**src/can_rx_consts.svh**
```systemverilog
`ifndef CAN_RX_CONSTS_SVH
`define CAN_RX_CONSTS_SVH

`define ADR_RX_FIFO_CONTROL    8'h00
`define ADR_RX_OVF_LOW         8'h04
`define ADR_RX_OVF_HIGH        8'h08
`define ADR_BUF_FULL           8'h0C
`define ADR_IRQ_STATUS         8'h10
`define ADR_IRQ_MASK           8'h14

`define NUM_BUFFERS            32
`define BUF_IDX_W              5
`define FLAG_HALF_W            16
`define REG_W                  16

`define CNT_SEL_MSB            15
`define CNT_SEL_LSB            13
`define FIFO_START_MSB         4
`define FIFO_START_LSB         0
`define RX_FIFO_CONTROL_RESET  16'h0000
`define RX_OVF_RESET           16'h0000
`define CNT_SEL_RESERVED       3'h7
`define BUF_COUNT_RESET        6'h04

`define IRQ_W                  2
`define IRQ_BIT_OVERFLOW       0
`define IRQ_BIT_BAD_INDEX      1
`define IRQ_RESET              2'h0

`endif

```
**src/can_rx_pkg.sv**
```systemverilog
`include "can_rx_consts.svh"

package can_rx_pkg;

	typedef logic [`BUF_IDX_W-1:0] buf_idx_t;

	typedef struct packed {
		logic     valid;
		buf_idx_t index;
	} store_req_t;

	typedef struct packed {
		logic accepted;
		logic dropped;
	} store_rsp_t;

	typedef struct packed {
		logic        cyc;
		logic        stb;
		logic        we;
		logic [7:0]  adr;
		logic [3:0]  sel;
		logic [31:0] dat;
	} wb_req_t;

	typedef struct packed {
		logic        ack;
		logic [31:0] dat;
	} wb_rsp_t;

endpackage

```
**src/rx_overflow_flag_bank.sv**
```systemverilog
`timescale 1ns/100ps
`default_nettype none

`include "can_rx_consts.svh"

module rx_overflow_flag_bank (
	input  wire logic                     core_clk,
	input  wire logic                     rst_b,
	input  wire logic [`NUM_BUFFERS-1:0]  setFlag,
	input  wire logic [`NUM_BUFFERS-1:0]  writeLane,
	input  wire logic [`NUM_BUFFERS-1:0]  writeData,
	output logic      [`NUM_BUFFERS-1:0]  flags
);
	genvar n;
	generate
		for (n = 0; n < `NUM_BUFFERS; n = n + 1) begin : g_flag
			logic flagQ;
			logic flagD;
			// A hardware set in the same cycle as a software clear keeps the flag.
			assign flagD = setFlag[n] | (flagQ & ~(writeLane[n] & ~writeData[n]));
			always_ff @(posedge core_clk) begin
				if (!rst_b) begin
					flagQ <= 1'b0;
				end else begin
					flagQ <= flagD;
				end
			end
			assign flags[n] = flagQ;
		end
	endgenerate

endmodule

`default_nettype wire

```
**src/can_rx_buffer_fifo_overflow.sv**
```systemverilog
// Operation
// - Three-bit count select gives 4,6,8,12,16,24,32 buffers; code 111 reserved.
// - Five-bit FIFO start value names the first FIFO buffer directly.
// - Storing into a still-full buffer sets that buffer's overflow flag.
// - Overflow flags clear only by software writing zero; ones do nothing.
// - Low overflow register bit n is buffer n, buffers 0 to 15.
// - High overflow register bit 0 is buffer 16, bit 15 buffer 31.
`timescale 1ns/100ps
`default_nettype none

`include "can_rx_consts.svh"

module can_rx_buffer_fifo_overflow (
	input  wire logic                    core_clk,
	input  wire logic                    rst_b,
	input  wire can_rx_pkg::wb_req_t     wbReq,
	output can_rx_pkg::wb_rsp_t          wbRsp,
	input  wire can_rx_pkg::store_req_t  storeReq,
	output can_rx_pkg::store_rsp_t       storeRsp,
	output logic [2:0]                   ramBufferCountSel,
	output logic [5:0]                   ramBufferCount,
	output logic [`BUF_IDX_W-1:0]        fifoStartBuffer,
	output logic [`NUM_BUFFERS-1:0]      bufferFull,
	output logic                         irq
);
	import can_rx_pkg::*;

	typedef enum logic [1:0] {
		BUS_IDLE = 2'b01,
		BUS_ACK  = 2'b10
	} bus_state_t;

	bus_state_t                 busQ;
	bus_state_t                 busD;
	logic [`REG_W-1:0]          controlQ;
	logic [`REG_W-1:0]          controlD;
	logic [`NUM_BUFFERS-1:0]    fullQ;
	logic [`NUM_BUFFERS-1:0]    fullD;
	logic [`IRQ_W-1:0]          irqStatusQ;
	logic [`IRQ_W-1:0]          irqStatusD;
	logic [`IRQ_W-1:0]          irqMaskQ;
	logic [`IRQ_W-1:0]          irqMaskD;
	logic [31:0]                readDataQ;
	store_rsp_t                 storeRspQ;
	store_rsp_t                 storeRspD;
	logic [5:0]                 countQ;
	logic [`NUM_BUFFERS-1:0]    overflowFlags;

	// Bus decode: the write lands at the edge where the master sees ack.
	wire        busReq      = wbReq.cyc & wbReq.stb;
	wire        writeNow    = busReq & wbReq.we & (busQ == BUS_ACK);
	wire        hitControl  = (wbReq.adr == `ADR_RX_FIFO_CONTROL);
	wire        hitOvfLow   = (wbReq.adr == `ADR_RX_OVF_LOW);
	wire        hitOvfHigh  = (wbReq.adr == `ADR_RX_OVF_HIGH);
	wire        hitFull     = (wbReq.adr == `ADR_BUF_FULL);
	wire        hitIrqStat  = (wbReq.adr == `ADR_IRQ_STATUS);
	wire        hitIrqMask  = (wbReq.adr == `ADR_IRQ_MASK);
	wire [31:0] laneMask    = {{8{wbReq.sel[3]}}, {8{wbReq.sel[2]}},
	                           {8{wbReq.sel[1]}}, {8{wbReq.sel[0]}}};
	wire [31:0] maskedData  = wbReq.dat & laneMask;
	wire [31:0] writeBits   = wbReq.dat;

	// Overflow register lanes: low word covers buffers 0-15, high word 16-31.
	wire [`NUM_BUFFERS-1:0] ovfLane = {
		(writeNow & hitOvfHigh) ? laneMask[`FLAG_HALF_W-1:0] : `RX_OVF_RESET,
		(writeNow & hitOvfLow)  ? laneMask[`FLAG_HALF_W-1:0] : `RX_OVF_RESET};
	wire [`NUM_BUFFERS-1:0] ovfData = {writeBits[`FLAG_HALF_W-1:0],
	                                    writeBits[`FLAG_HALF_W-1:0]};

	// Store path: a buffer beyond the configured count has no RAM behind it.
	wire        storeInRange = ({1'b0, storeReq.index} < countQ);
	wire        targetFull   = fullQ[storeReq.index];
	wire        storeOverflow = storeReq.valid & storeInRange & targetFull;
	wire        storeAccept  = storeReq.valid & storeInRange & ~targetFull;
	wire        storeBad     = storeReq.valid & ~storeInRange;
	wire [`NUM_BUFFERS-1:0] indexOneHot  = `NUM_BUFFERS'(1) << storeReq.index;
	wire [`NUM_BUFFERS-1:0] overflowSet  = storeOverflow ? indexOneHot : '0;
	wire [`NUM_BUFFERS-1:0] acceptSet    = storeAccept ? indexOneHot : '0;

	function automatic logic [5:0] decode_count(input logic [2:0] code);
		unique case (code)
			3'h0: decode_count = 6'h04;
			3'h1: decode_count = 6'h06;
			3'h2: decode_count = 6'h08;
			3'h3: decode_count = 6'h0C;
			3'h4: decode_count = 6'h10;
			3'h5: decode_count = 6'h18;
			3'h6: decode_count = 6'h20;
			default: decode_count = 6'h04;
		endcase
	endfunction

	wire [2:0] newCountSel = maskedData[`CNT_SEL_MSB:`CNT_SEL_LSB] |
		(controlQ[`CNT_SEL_MSB:`CNT_SEL_LSB] & ~laneMask[`CNT_SEL_MSB:`CNT_SEL_LSB]);
	// The reserved count code is refused; the field keeps its old value.
	wire [2:0] keptCountSel = (newCountSel == `CNT_SEL_RESERVED) ?
		controlQ[`CNT_SEL_MSB:`CNT_SEL_LSB] : newCountSel;
	wire [`BUF_IDX_W-1:0] newFifoStart = maskedData[`FIFO_START_MSB:`FIFO_START_LSB] |
		(controlQ[`FIFO_START_MSB:`FIFO_START_LSB] &
		 ~laneMask[`FIFO_START_MSB:`FIFO_START_LSB]);
	wire [`REG_W-1:0] controlWritten = {keptCountSel, 8'h00, newFifoStart};

	always_comb begin
		controlD = controlQ;
		if (writeNow && hitControl) begin
			controlD = controlWritten;
		end
	end

	// Software frees a buffer by writing one to its full bit; a store to it in that cycle still sees it full.
	wire [`NUM_BUFFERS-1:0] releaseBits = (writeNow & hitFull) ? maskedData : '0;
	assign fullD = acceptSet | (fullQ & ~releaseBits);

	wire [`IRQ_W-1:0] irqEvents;
	assign irqEvents[`IRQ_BIT_OVERFLOW]  = storeOverflow;
	assign irqEvents[`IRQ_BIT_BAD_INDEX] = storeBad;
	wire [`IRQ_W-1:0] irqClear = (writeNow & hitIrqStat) ? maskedData[`IRQ_W-1:0] : '0;
	assign irqStatusD = irqEvents | (irqStatusQ & ~irqClear);
	assign irqMaskD   = (writeNow & hitIrqMask) ? (maskedData[`IRQ_W-1:0] |
		(irqMaskQ & ~laneMask[`IRQ_W-1:0])) : irqMaskQ;

	assign storeRspD.accepted = storeAccept;
	assign storeRspD.dropped  = storeOverflow | storeBad;

	always_comb begin
		busD = busQ;
		unique case (busQ)
			BUS_IDLE: begin
				if (busReq) begin
					busD = BUS_ACK;
				end
			end
			BUS_ACK: begin
				busD = BUS_IDLE;
			end
			default: begin
				busD = BUS_IDLE;
			end
		endcase
	end

	// Unmapped addresses answer with ack and read as zero.
	wire [31:0] readMux =
		hitControl ? {16'h0000, controlQ} :
		hitOvfLow  ? {16'h0000, overflowFlags[`FLAG_HALF_W-1:0]} :
		hitOvfHigh ? {16'h0000, overflowFlags[`NUM_BUFFERS-1:`FLAG_HALF_W]} :
		hitFull    ? fullQ :
		hitIrqStat ? {30'h0, irqStatusQ} :
		hitIrqMask ? {30'h0, irqMaskQ} : 32'h00000000;

	rx_overflow_flag_bank u_flags (
		.core_clk  (core_clk),
		.rst_b     (rst_b),
		.setFlag   (overflowSet),
		.writeLane (ovfLane),
		.writeData (ovfData),
		.flags     (overflowFlags)
	);

	always_ff @(posedge core_clk) begin
		if (!rst_b) begin
			busQ       <= BUS_IDLE;
			controlQ   <= `RX_FIFO_CONTROL_RESET;
			fullQ      <= '0;
			irqStatusQ <= `IRQ_RESET;
			irqMaskQ   <= `IRQ_RESET;
			readDataQ  <= 32'h00000000;
			storeRspQ  <= '0;
			countQ     <= `BUF_COUNT_RESET;
		end else begin
			busQ       <= busD;
			controlQ   <= controlD;
			fullQ      <= fullD;
			irqStatusQ <= irqStatusD;
			irqMaskQ   <= irqMaskD;
			readDataQ  <= readMux;
			storeRspQ  <= storeRspD;
			countQ     <= decode_count(controlD[`CNT_SEL_MSB:`CNT_SEL_LSB]);
		end
	end

	assign wbRsp.ack         = (busQ == BUS_ACK) & busReq;
	assign wbRsp.dat         = readDataQ;
	assign storeRsp          = storeRspQ;
	assign ramBufferCountSel = controlQ[`CNT_SEL_MSB:`CNT_SEL_LSB];
	assign ramBufferCount    = countQ;
	assign fifoStartBuffer   = controlQ[`FIFO_START_MSB:`FIFO_START_LSB];
	assign bufferFull        = fullQ;
	assign irq               = |(irqStatusQ & irqMaskQ);

endmodule

`default_nettype wire

```
**config.mk**
```make
export PLATFORM = sky130hd
export DESIGN_NAME = can_rx_buffer_fifo_overflow
export DESIGN_NICKNAME = d
export VERILOG_FILES = /design/src/can_rx_pkg.sv /design/src/rx_overflow_flag_bank.sv /design/src/can_rx_buffer_fifo_overflow.sv
export VERILOG_INCLUDE_DIRS = /design/src
export SDC_FILE = /design/constraint.sdc
export NUM_CORES = 1
export LEC_CHECK = 0
export BUFFER_PORTS_ARGS = -buffer_cell sky130_fd_sc_hd__buf_2
export CAP_MARGIN = 30
export CELL_PAD_IN_SITES_DETAIL_PLACEMENT = 1
export CELL_PAD_IN_SITES_GLOBAL_PLACEMENT = 1
export CORE_MARGIN = 2
export CORE_UTILIZATION = 35
export DETAILED_ROUTE_END_ITERATION = 8
export PLACE_DENSITY = 0.71
export SLEW_MARGIN = 20
export SYNTH_ARGS = -nofsm -noshare
export SYNTH_HDL_FRONTEND = slang
export SYNTH_SLANG_ARGS = --single-unit
```
**constraint.sdc**
```tcl
create_clock -name core_clk -period 4.69 [get_ports core_clk]
set_clock_uncertainty 0.1 [all_clocks]
set_input_delay 0.938 -clock core_clk [delete_from_list [all_inputs] [get_ports core_clk]]
set_output_delay 0.938 -clock core_clk [all_outputs]
set_load 0.05 [all_outputs]
```
[Yosys cells after proc, flatten, opt, wreduce, memory -nomap -nowiden]
Index checks and enable logic that the tools add are counted.
Widths: inputs -> output; s select.
Storage, ports and cells
  register bits after elaboration: 118
  input port bits: 55
  word-level logic and storage cells: 262
  output and inout bits: 82
Operators by class
  magnitude comparators: 2
  equal/unequal tests: 14
  muxes and demuxes: 17
  reductions and logical operators: 6
  shifts and indexed selects: 1
  bitwise gates (word level): 178
Operators by type and width (number)
  $mux 32: 4
  $mux 16: 6
  $and 1x1->1: 77
  $and 32x32->32: 2
  $not 1->1: 51
  $pmux 6 s6: 1
  $or 1x1->1: 33
  $not 32->32: 1
  $or 32x32->32: 1
  $shl 1x5->32 const A: 1
  $eq 8x4->1 const B: 2
  $eq 8x5->1 const B: 2
  $eq 3x3->1 const B: 4
  $eq 8x3->1 const B: 1
  $logic_not 8->1: 1
  $and 2x2->2: 3
  $eq 3x2->1 const B: 2
  $lt 5x6->1: 1
  $lt 5x6->1 const B: 1
  $mux 2: 3
  $and 5x5->5: 1
  $bmux 1 s5: 1
  $not 5->5: 1
  $or 5x5->5: 1
  14 further kinds: 17

[Longest topological paths before layout]
Gate-level depths: netlist of run 1.
  depth in word-level cells: 9
  depth in mapped cells: 8
  depth with buffers taken out: 7

[Cells and area by module]
From an unflattened synthesis of run 1, not the netlist that was laid out.
Second synthesis, totals
  cells, all modules: 643
  area total of the unflattened synthesis: 5590.4 µm²
By module, submodules not included
  can_rx_buffer_fifo_overflow: sequential area each 1701.6 µm², area an instance 4174.0 µm², cells each 480, times used 1
  rx_overflow_flag_bank: sequential area each 640.6 µm², area an instance 1416.4 µm², cells each 163, times used 1

[Least setup slack after synthesis of run 1]
No wires, ideal clock.
  path type: in2reg
  from: input port wbReq[38] (netlist name)
  to: register countQ[2], in the netlist ramBufferCount[2]
  stages: 7
  path slack: 1.747 ns
  data arrival time: 2.707 ns
  path through: or3_1 -> clkbuf_2 -> or4_1 -> buf_2 -> or3_1 -> a211oi_2 -> o21ai_0
On the way
  cells in the longest elaborated chain, start to end: 5
Ends and longest elaborated chain
  start: declaration: line can_rx_buffer_fifo_overflow.sv:16  | input wire can_rx_pkg::wb_req_t wbReq,
  $logic_not 8->1 (no line) (*)
  $logic_and 1x1->1 (*): line can_rx_buffer_fifo_overflow.sv:105  | if (writeNow && hitControl) begin
  $mux 16 (*): line can_rx_buffer_fifo_overflow.sv:105
  $eq 3x3->1 (tied with other cells): line can_rx_buffer_fifo_overflow.sv:81  | unique case (code)
  $pmux 6 s6 (*): line can_rx_buffer_fifo_overflow.sv:81
  end signal: assignment: line can_rx_buffer_fifo_overflow.sv:169  | countQ <= `BUF_COUNT_RESET;
  end signal: assignment: line can_rx_buffer_fifo_overflow.sv:178  | countQ <= decode_count(controlD[`CNT_SEL_MSB:`CNT_SEL_LSB]);
  end: declaration: line can_rx_buffer_fifo_overflow.sv:46  | logic [5:0] countQ;
Every way passes the cells marked *; elsewhere a longest branch is shown, timed or not.
A chain may end at the register's enable or synchronous reset.

[Final worst setup path of run 1]
  from: input port storeReq[0] (netlist name)
  to: register u_flags.g_flag[5].flagQ
On the way
  cells in the longest elaborated chain, start to end: 5
Ends and longest elaborated chain
  start: declaration: line can_rx_buffer_fifo_overflow.sv:18  | input wire can_rx_pkg::store_req_t storeReq,
  $bmux 1 s5 / $lt 5x6->1 (equally long branches): line can_rx_buffer_fifo_overflow.sv:72, can_rx_buffer_fifo_overflow.sv:71
  $mux 1 (not written as such) / $and 1x1->1 (equally long branches): line can_rx_buffer_fifo_overflow.sv:72, can_rx_buffer_fifo_overflow.sv:73
  $and 1x1->1: line can_rx_buffer_fifo_overflow.sv:73  | wire storeOverflow = storeReq.valid & storeInRange & targetFull;
  $mux 32 (*): line can_rx_buffer_fifo_overflow.sv:77  | wire [`NUM_BUFFERS-1:0] overflowSet = storeOverflow ? indexOneHot : '0;
  $or 1x1->1 (*): line rx_overflow_flag_bank.sv:20  | assign flagD = setFlag[n] | (flagQ & ~(writeLane[n] & ~writeData[n]));
  end signal: assignment: line rx_overflow_flag_bank.sv:25  | flagQ <= flagD;
  end: declaration: line rx_overflow_flag_bank.sv:17  | logic flagQ;
Every way passes the cells marked *; elsewhere a longest branch is shown, timed or not. The select of a mux whose other input is x is not followed.

==> run_results.csv, run 1 <==
group,metric,value,unit
logic_synthesis,synth_area,5190,um^2
min_path,hold-path-cell-count,1,
logic_synthesis,async_reset_ff_frac,0,
global_routing,gr-total-overflow,0,
final_layout,fin_cells,894,
placement,dp_hpwl,14000,um
routing,wl_per_cell,20.9,um
routing,via_count,5209,
floorplan,core,14500,um^2
clocking,cts_max_path_buffers,2,
critical_path,worstPathMaxFanout,31,
sta,hold_ws,0.319,ns
clocking,ctsHoldBuffers,0,
power,p_seq_frac,0.404,
logic_synthesis,synth.distinct_cells,57,
min_path,hold_path.class,"flop to flop",
sta,rsz0062_at_grt,"false",
critical_path,path_delay_family,"compound AO/OA/AOI/OAI gates",
floorplan,start_util,0.357,
outcome,status,"finished, final reports clean",
routing,via_per_inst,5.83,
sta,period_share,0.698,
routing,first_iter_violations,420,
final_layout,final_nets,755,
clocking,post_cts_buffers,0,
critical_path,reg2reg_depth,6,
routing,routed_wl,18700,um
clocking,post_cts_resized,0,
logic_synthesis,synth_warnings,0,
critical_path,path_cells,"buf_2, mux4_2, o22ai_1, nor2_1, a211oi_4, buf_4, o21ai_0",
clocking,cts_tree,"yes",
floorplan,die_x,126,um
final_layout,fin_util,0.457,
power,p_comb_frac,0.062,
critical_path,crit_cells,7,
final_layout,multi_input_area,2680,um^2
critical_path,cp_slowest_cell,"mux4_2",
clocking,htreeDepth,4,
logic_synthesis,synth.most_common_cell,"dfxtp_1",
logic_synthesis,synth_top_area_share,0.451,
critical_path,worstSetupStartpointType,"input pin",
logic_synthesis,synth.net_count,627,
power,ir_drop,265,uV
power,p_sw_frac,0.230,
sta,setup_viol,0,
critical_path,cp_num_buf_inv,2,
sta,fin_ws,1.42,ns
clocking,cts-root-buf,"clkbuf_16",
logic_synthesis,yosys-top-cells-area,"dfxtp_1 (45%), o211ai_1 (4.9%), nand2_1 (4.2%)",
logic_synthesis,syn-instance-count,569,
sta,max-slew-margin-rel,0.377,
global_routing,gr-usage-all-layers,0.235,
logic_synthesis,synth_top_area_cell,"dfxtp_1",
final_layout,diodes,0,
placement,dp_cells,859,
critical_path,required,4.88,ns
power,total_power,2.48,mW
clocking,insertion_delay,0.42,ns
logic_synthesis,avgSynthCellArea,9.13,um^2
sta,period_needed,3.27,ns
power,p_int,1.91,mW
logic_synthesis,yosysSeqAreaShare,0.451,
clocking,numCtsBuffers,17,
global_routing,grt_start_max_net_pins,92,
logic_synthesis,ys_seq_elements,117,
placement,gp_congestion,0.852,
power,p_per_area,374,nW/um^2
floorplan,die_height,126,um
power,p_sw,0.571,mW
floorplan,row_count,44,
final_layout,fill_cells,1735,
critical_path,max_stage_delay,0.58,ns
global_routing,grt_pass1_wl,29300,um
critical_path,worstPathArrival,3.47,ns
final_layout,layout-drive-gt1-share,0.304,
placement,dp_slack,1.07,ns
logic_synthesis,synth_edf_count,0,
clocking,clkTransAtPathRegs,0.05,ns
routing,first_pass_iters,6,
routing,drc,0,
run,drv_cap,0,
global_routing,grt_pass1_vias,5352,
global_routing,antenna_found_initial,0,
routing,ant_nets,0,
critical_path,crit_type,"input pin to flop",
power,pwr-share-clk,0.534,
sta,fmax,0.305,GHz
floorplan,design.portCount,137,
sta,fin_setup_tns,0,ns
final_layout,seqCellArea,2340,um^2
final_layout,final_area,6640,um^2
sta,slew_viol_final,0,
placement,portBuffers,135,
final_layout,area_growth,27.8,%
power,p_leak,2.75,nW
clocking,cts_sinks,117,
critical_path,end_kind,"flop",
placement,placed_area,6020,um^2
logic_synthesis,synth_common_cells,"dfxtp_1 (117), nand2_1 (58), o211ai_1 (34)",
sta,hold_viol,0,
sta,worst_slew_pin_slew,0.927,ns
logic_synthesis,ys.flop_type,"dfxtp_1",
floorplan,dieArea,15800,um^2
[worst reg2reg max path: stages (launching register included)]
cell and delay [ns]:
dfxtp_1 0.37, mux4_2 0.48, o22ai_1 0.21, nor2_1 0.12, a211oi_4 0.56, buf_4 0.44
o21ai_0 0.16
[final timing paths]
kind                                   to  slack (ns)          start
setup reg to reg  u_flags.g_flag[5].flagQ        2.13  bufferFull[6]
hold / removal                    busQ[1]        0.32        busQ[1]
setup / recovery  u_flags.g_flag[5].flagQ        1.42    storeReq[0]
hold reg to reg                   busQ[1]        0.32        busQ[1]
[sequential cells by signal (all words and copies together) (netlist names), named ones only]
name and flops:
bufferFull 32, busQ 2, storeRsp 2, controlQ 3, irqStatusQ 2, u_flags.g_flag.flagQ 32, readDataQ 32, ramBufferCount 5
[power by group through the flow]
stage	Clock, mW	Combinational, mW	Sequential (mW)
finish	1.33	0.154	1.00
global route	1.40	0.167	1.00
CTS	1.35	0.153	1.00
detailed placement	0	0.151	1.02
global placement	0	0.147	1.02
floorplan	0	0.0767	1.03
[layout make-up]
cell class | instances | share of cell area
repair buffers | 146 | 0.113
multi-input cells | 407 | 0.404
clock inverters | 10 | 0.0192
clock buffers | 22 | 0.0715
well taps | 184 | 0.0347
inverters | 8 | 0.00453
flip-flops and latches | 117 | 0.353
[kinds of logic after synthesis]
kind of cell / synth area share
compound gates: 0.291
buf+inv: 0.0344
fa+ha+maj: 0.00723
simple gates: 0.182
mux: 0.0342
other cells: 0.000722
flops: 0.451
[placed cells by master, fill, tap and decap left out, drive strengths merged, types with 9 or more instances in the layout]
cell	count
a21boi	12
a21oi	26
a22oi	12
a31o	17
a32o	13
and2	19
and3	12
buf	143
clkbuf	25
dfxtp	117
mux2	12
nand2	59
nand2b	9
nand3	18
nor2	25
nor3	9
o211ai	34
o21ai	22
o31ai	20
[metal layers]
| metal | vias to the layer above | part of all wire | global-route usage |
|---|---|---|---|
| li1 | 2426 | - | - |
| met1 | 2599 | 0.44 | 0.299 |
| met2 | 166 | 0.49 | 0.405 |
| met3 | 18 | 0.053 | 0.0544 |
| met4 | 0 | 0.013 | 0.0608 |
| met5 | - | 0 | 0 |
Note: power is estimated with default switching activity, not from simulation.
==> run 2, diff against run 1 <==
==> constraint.sdc (replaced) <==
create_clock -name core_clk -period 3.2 [get_ports core_clk]
set_clock_uncertainty 0.1 [all_clocks]
set_input_delay 0.64 -clock core_clk [delete_from_list [all_inputs] [get_ports core_clk]]
set_output_delay 0.64 -clock core_clk [all_outputs]
set_load 0.05 [all_outputs]
==> run 2 against run 1 <==
Critical path type unchanged. Worst setup slack lost 0.82 ns. Final cell count is 1.1% higher. Global-route usage up 0.48 points. Largest cell class unchanged. Die area is the same. Sequential share of layout area decreased by 0.58 points. Clock power grew 50%. Sequential cell count stayed put. Final area is 1.7% higher. Combinational power rose by 57%. Sequential power grew 47%. Non-clock buffer count is 10 higher. Total power is 49% higher.
==> run_results.csv, run 2 (synthesized netlist as in run 1, its figures left out) <==
group,metric,value,unit
routing,first_iter_violations,502,
routing,first_pass_iters,5,
floorplan,design.portCount,137,
final_layout,diodes,0,
floorplan,row_count,44,
critical_path,required,3.34,ns
final_layout,fin_cells,904,
clocking,clkTransAtPathRegs,0.05,ns
clocking,cts_max_path_buffers,2,
global_routing,grt_pass1_vias,5452,
routing,via_per_inst,5.89,
clocking,insertion_delay,0.41,ns
critical_path,worstSetupStartpointType,"input pin",
sta,max-slew-margin-rel,0.378,
critical_path,worstPathArrival,2.75,ns
final_layout,layout_common_cells,"buf_2 (135), dfxtp_1 (117), nand2_1 (58)",
placement,dp_cells,872,
run,drv_cap,0,
sta,hold_viol,0,
sta,period_share,0.813,
sta,slew_viol_final,0,
floorplan,die_x,126,um
sta,period_needed,2.60,ns
clocking,post_cts_buffers,0,
global_routing,gr-total-overflow,0,
floorplan,core,14500,um^2
final_layout,final_area,6750,um^2
clocking,cts-root-buf,"clkbuf_16",
clocking,ctsHoldBuffers,0,
final_layout,fin_util,0.464,
routing,via_count,5322,
sta,worst_slew_pin_slew,0.933,ns
sta,fmax,0.385,GHz
routing,wl_per_cell,21.1,um
routing,ant_nets,0,
placement,portBuffers,135,
floorplan,dieArea,15800,um^2
critical_path,path_common_cell,"or3_1",
outcome,status,"finished, final reports clean",
routing,drc,0,
critical_path,worstPathMaxFanout,7,
sta,fin_setup_tns,0,ns
global_routing,gr-usage-all-layers,0.240,
power,p_leak,2.82,nW
final_layout,final_nets,765,
critical_path,crit_type,"input pin to flop",
power,p_per_area,550,nW/um^2
power,ir_drop,331,uV
min_path,hold_path.class,"flop to flop",
placement,gp_congestion,0.871,
global_routing,antenna_found_initial,0,
placement,dp_hpwl,14100,um
clocking,cts_sinks,117,
clocking,cts_tree,"yes",
clocking,numCtsBuffers,17,
global_routing,grt_pass1_wl,30100,um
clocking,htreeDepth,4,
sta,rsz0062_at_grt,"false",
floorplan,die_height,126,um
critical_path,end_kind,"flop",
critical_path,path_delay_family,"simple AND/OR/NAND/NOR gates",
placement,placed_area,6130,um^2
routing,routed_wl,19000,um
clocking,post_cts_resized,0,
floorplan,start_util,0.357,
critical_path,cp_slowest_cell,"or4_1",
final_layout,layout_commonest_cell,"buf_2",
global_routing,grt_start_max_net_pins,92,
final_layout,layout-drive-gt1-share,0.314,
critical_path,path_cells,"buf_2, or3_1, or4_1, or3_1, a211oi_2, o21ai_0",
final_layout,area_growth,29.9,%
sta,setup_viol,0,
critical_path,cp_num_buf_inv,1,
critical_path,max_stage_delay,0.68,ns
==> run 2: cell types whose count changed in the layout (fill, tap and decap cells not counted) <==
| cell | delta |
|---|---|
| buf_12 | +1 |
| clkinv_2 | -1 |
| bufinv_16 | +1 |
| a2111oi_1 | -1 |
| buf_4 | +12 |
| clkbuf_8 | -1 |
| clkbuf_2 | -2 |
| a2111oi_0 | +1 |
==> run 2: area by class of cell <==
type / instances / area [um^2]
clock buffer: 22 / 464
clock inverter: 10 / 153
fill: 1738 / 7790
inverter: 8 / 30.0
multi-input combinational: 407 / 2680
sequential: 117 / 2340
tap: 184 / 230
timing repair buffer: 156 / 846
==> run 2: path summary, 6_finish.rpt <==
path              depth (start not counted)               from                       to  slack (ns)
setup / recovery                          6          wbReq[38]        ramBufferCount[2]        0.60
hold / removal                            1            busQ[1]                  busQ[1]        0.32
setup reg to reg                          6  ramBufferCount[2]  u_flags.g_flag[1].flagQ        0.73
hold reg to reg                           1            busQ[1]                  busQ[1]        0.32
==> run 2: power by group <==
part	total, mW	internal (mW)	switching, mW
Combinational	0.242	0.0727	0.170
Clock	1.99	1.34	0.659
Sequential	1.47	1.47	0.00499
Total	3.71	2.87	0.834
==> run 2: stage by stage <==
step	setup slack [ns]	hold slack [ns]	power, mW
after detailed placement	0.207	0.311	1.74
after floorplan	0.555	0.295	1.62
final	0.599	0.316	3.71
after CTS	0.636	0.318	3.73
after global placement	0.267	0.303	1.73
after global routing	0.551	0.353	3.83
==> run 2: metal layers <==
layer | up-vias | part of all wire | track usage
li1 | 2454 | - | -
met1 | 2639 | 0.44 | 0.314
met2 | 196 | 0.48 | 0.399
met3 | 33 | 0.052 | 0.0455
met4 | 0 | 0.020 | 0.0840
met5 | - | 0 | 0
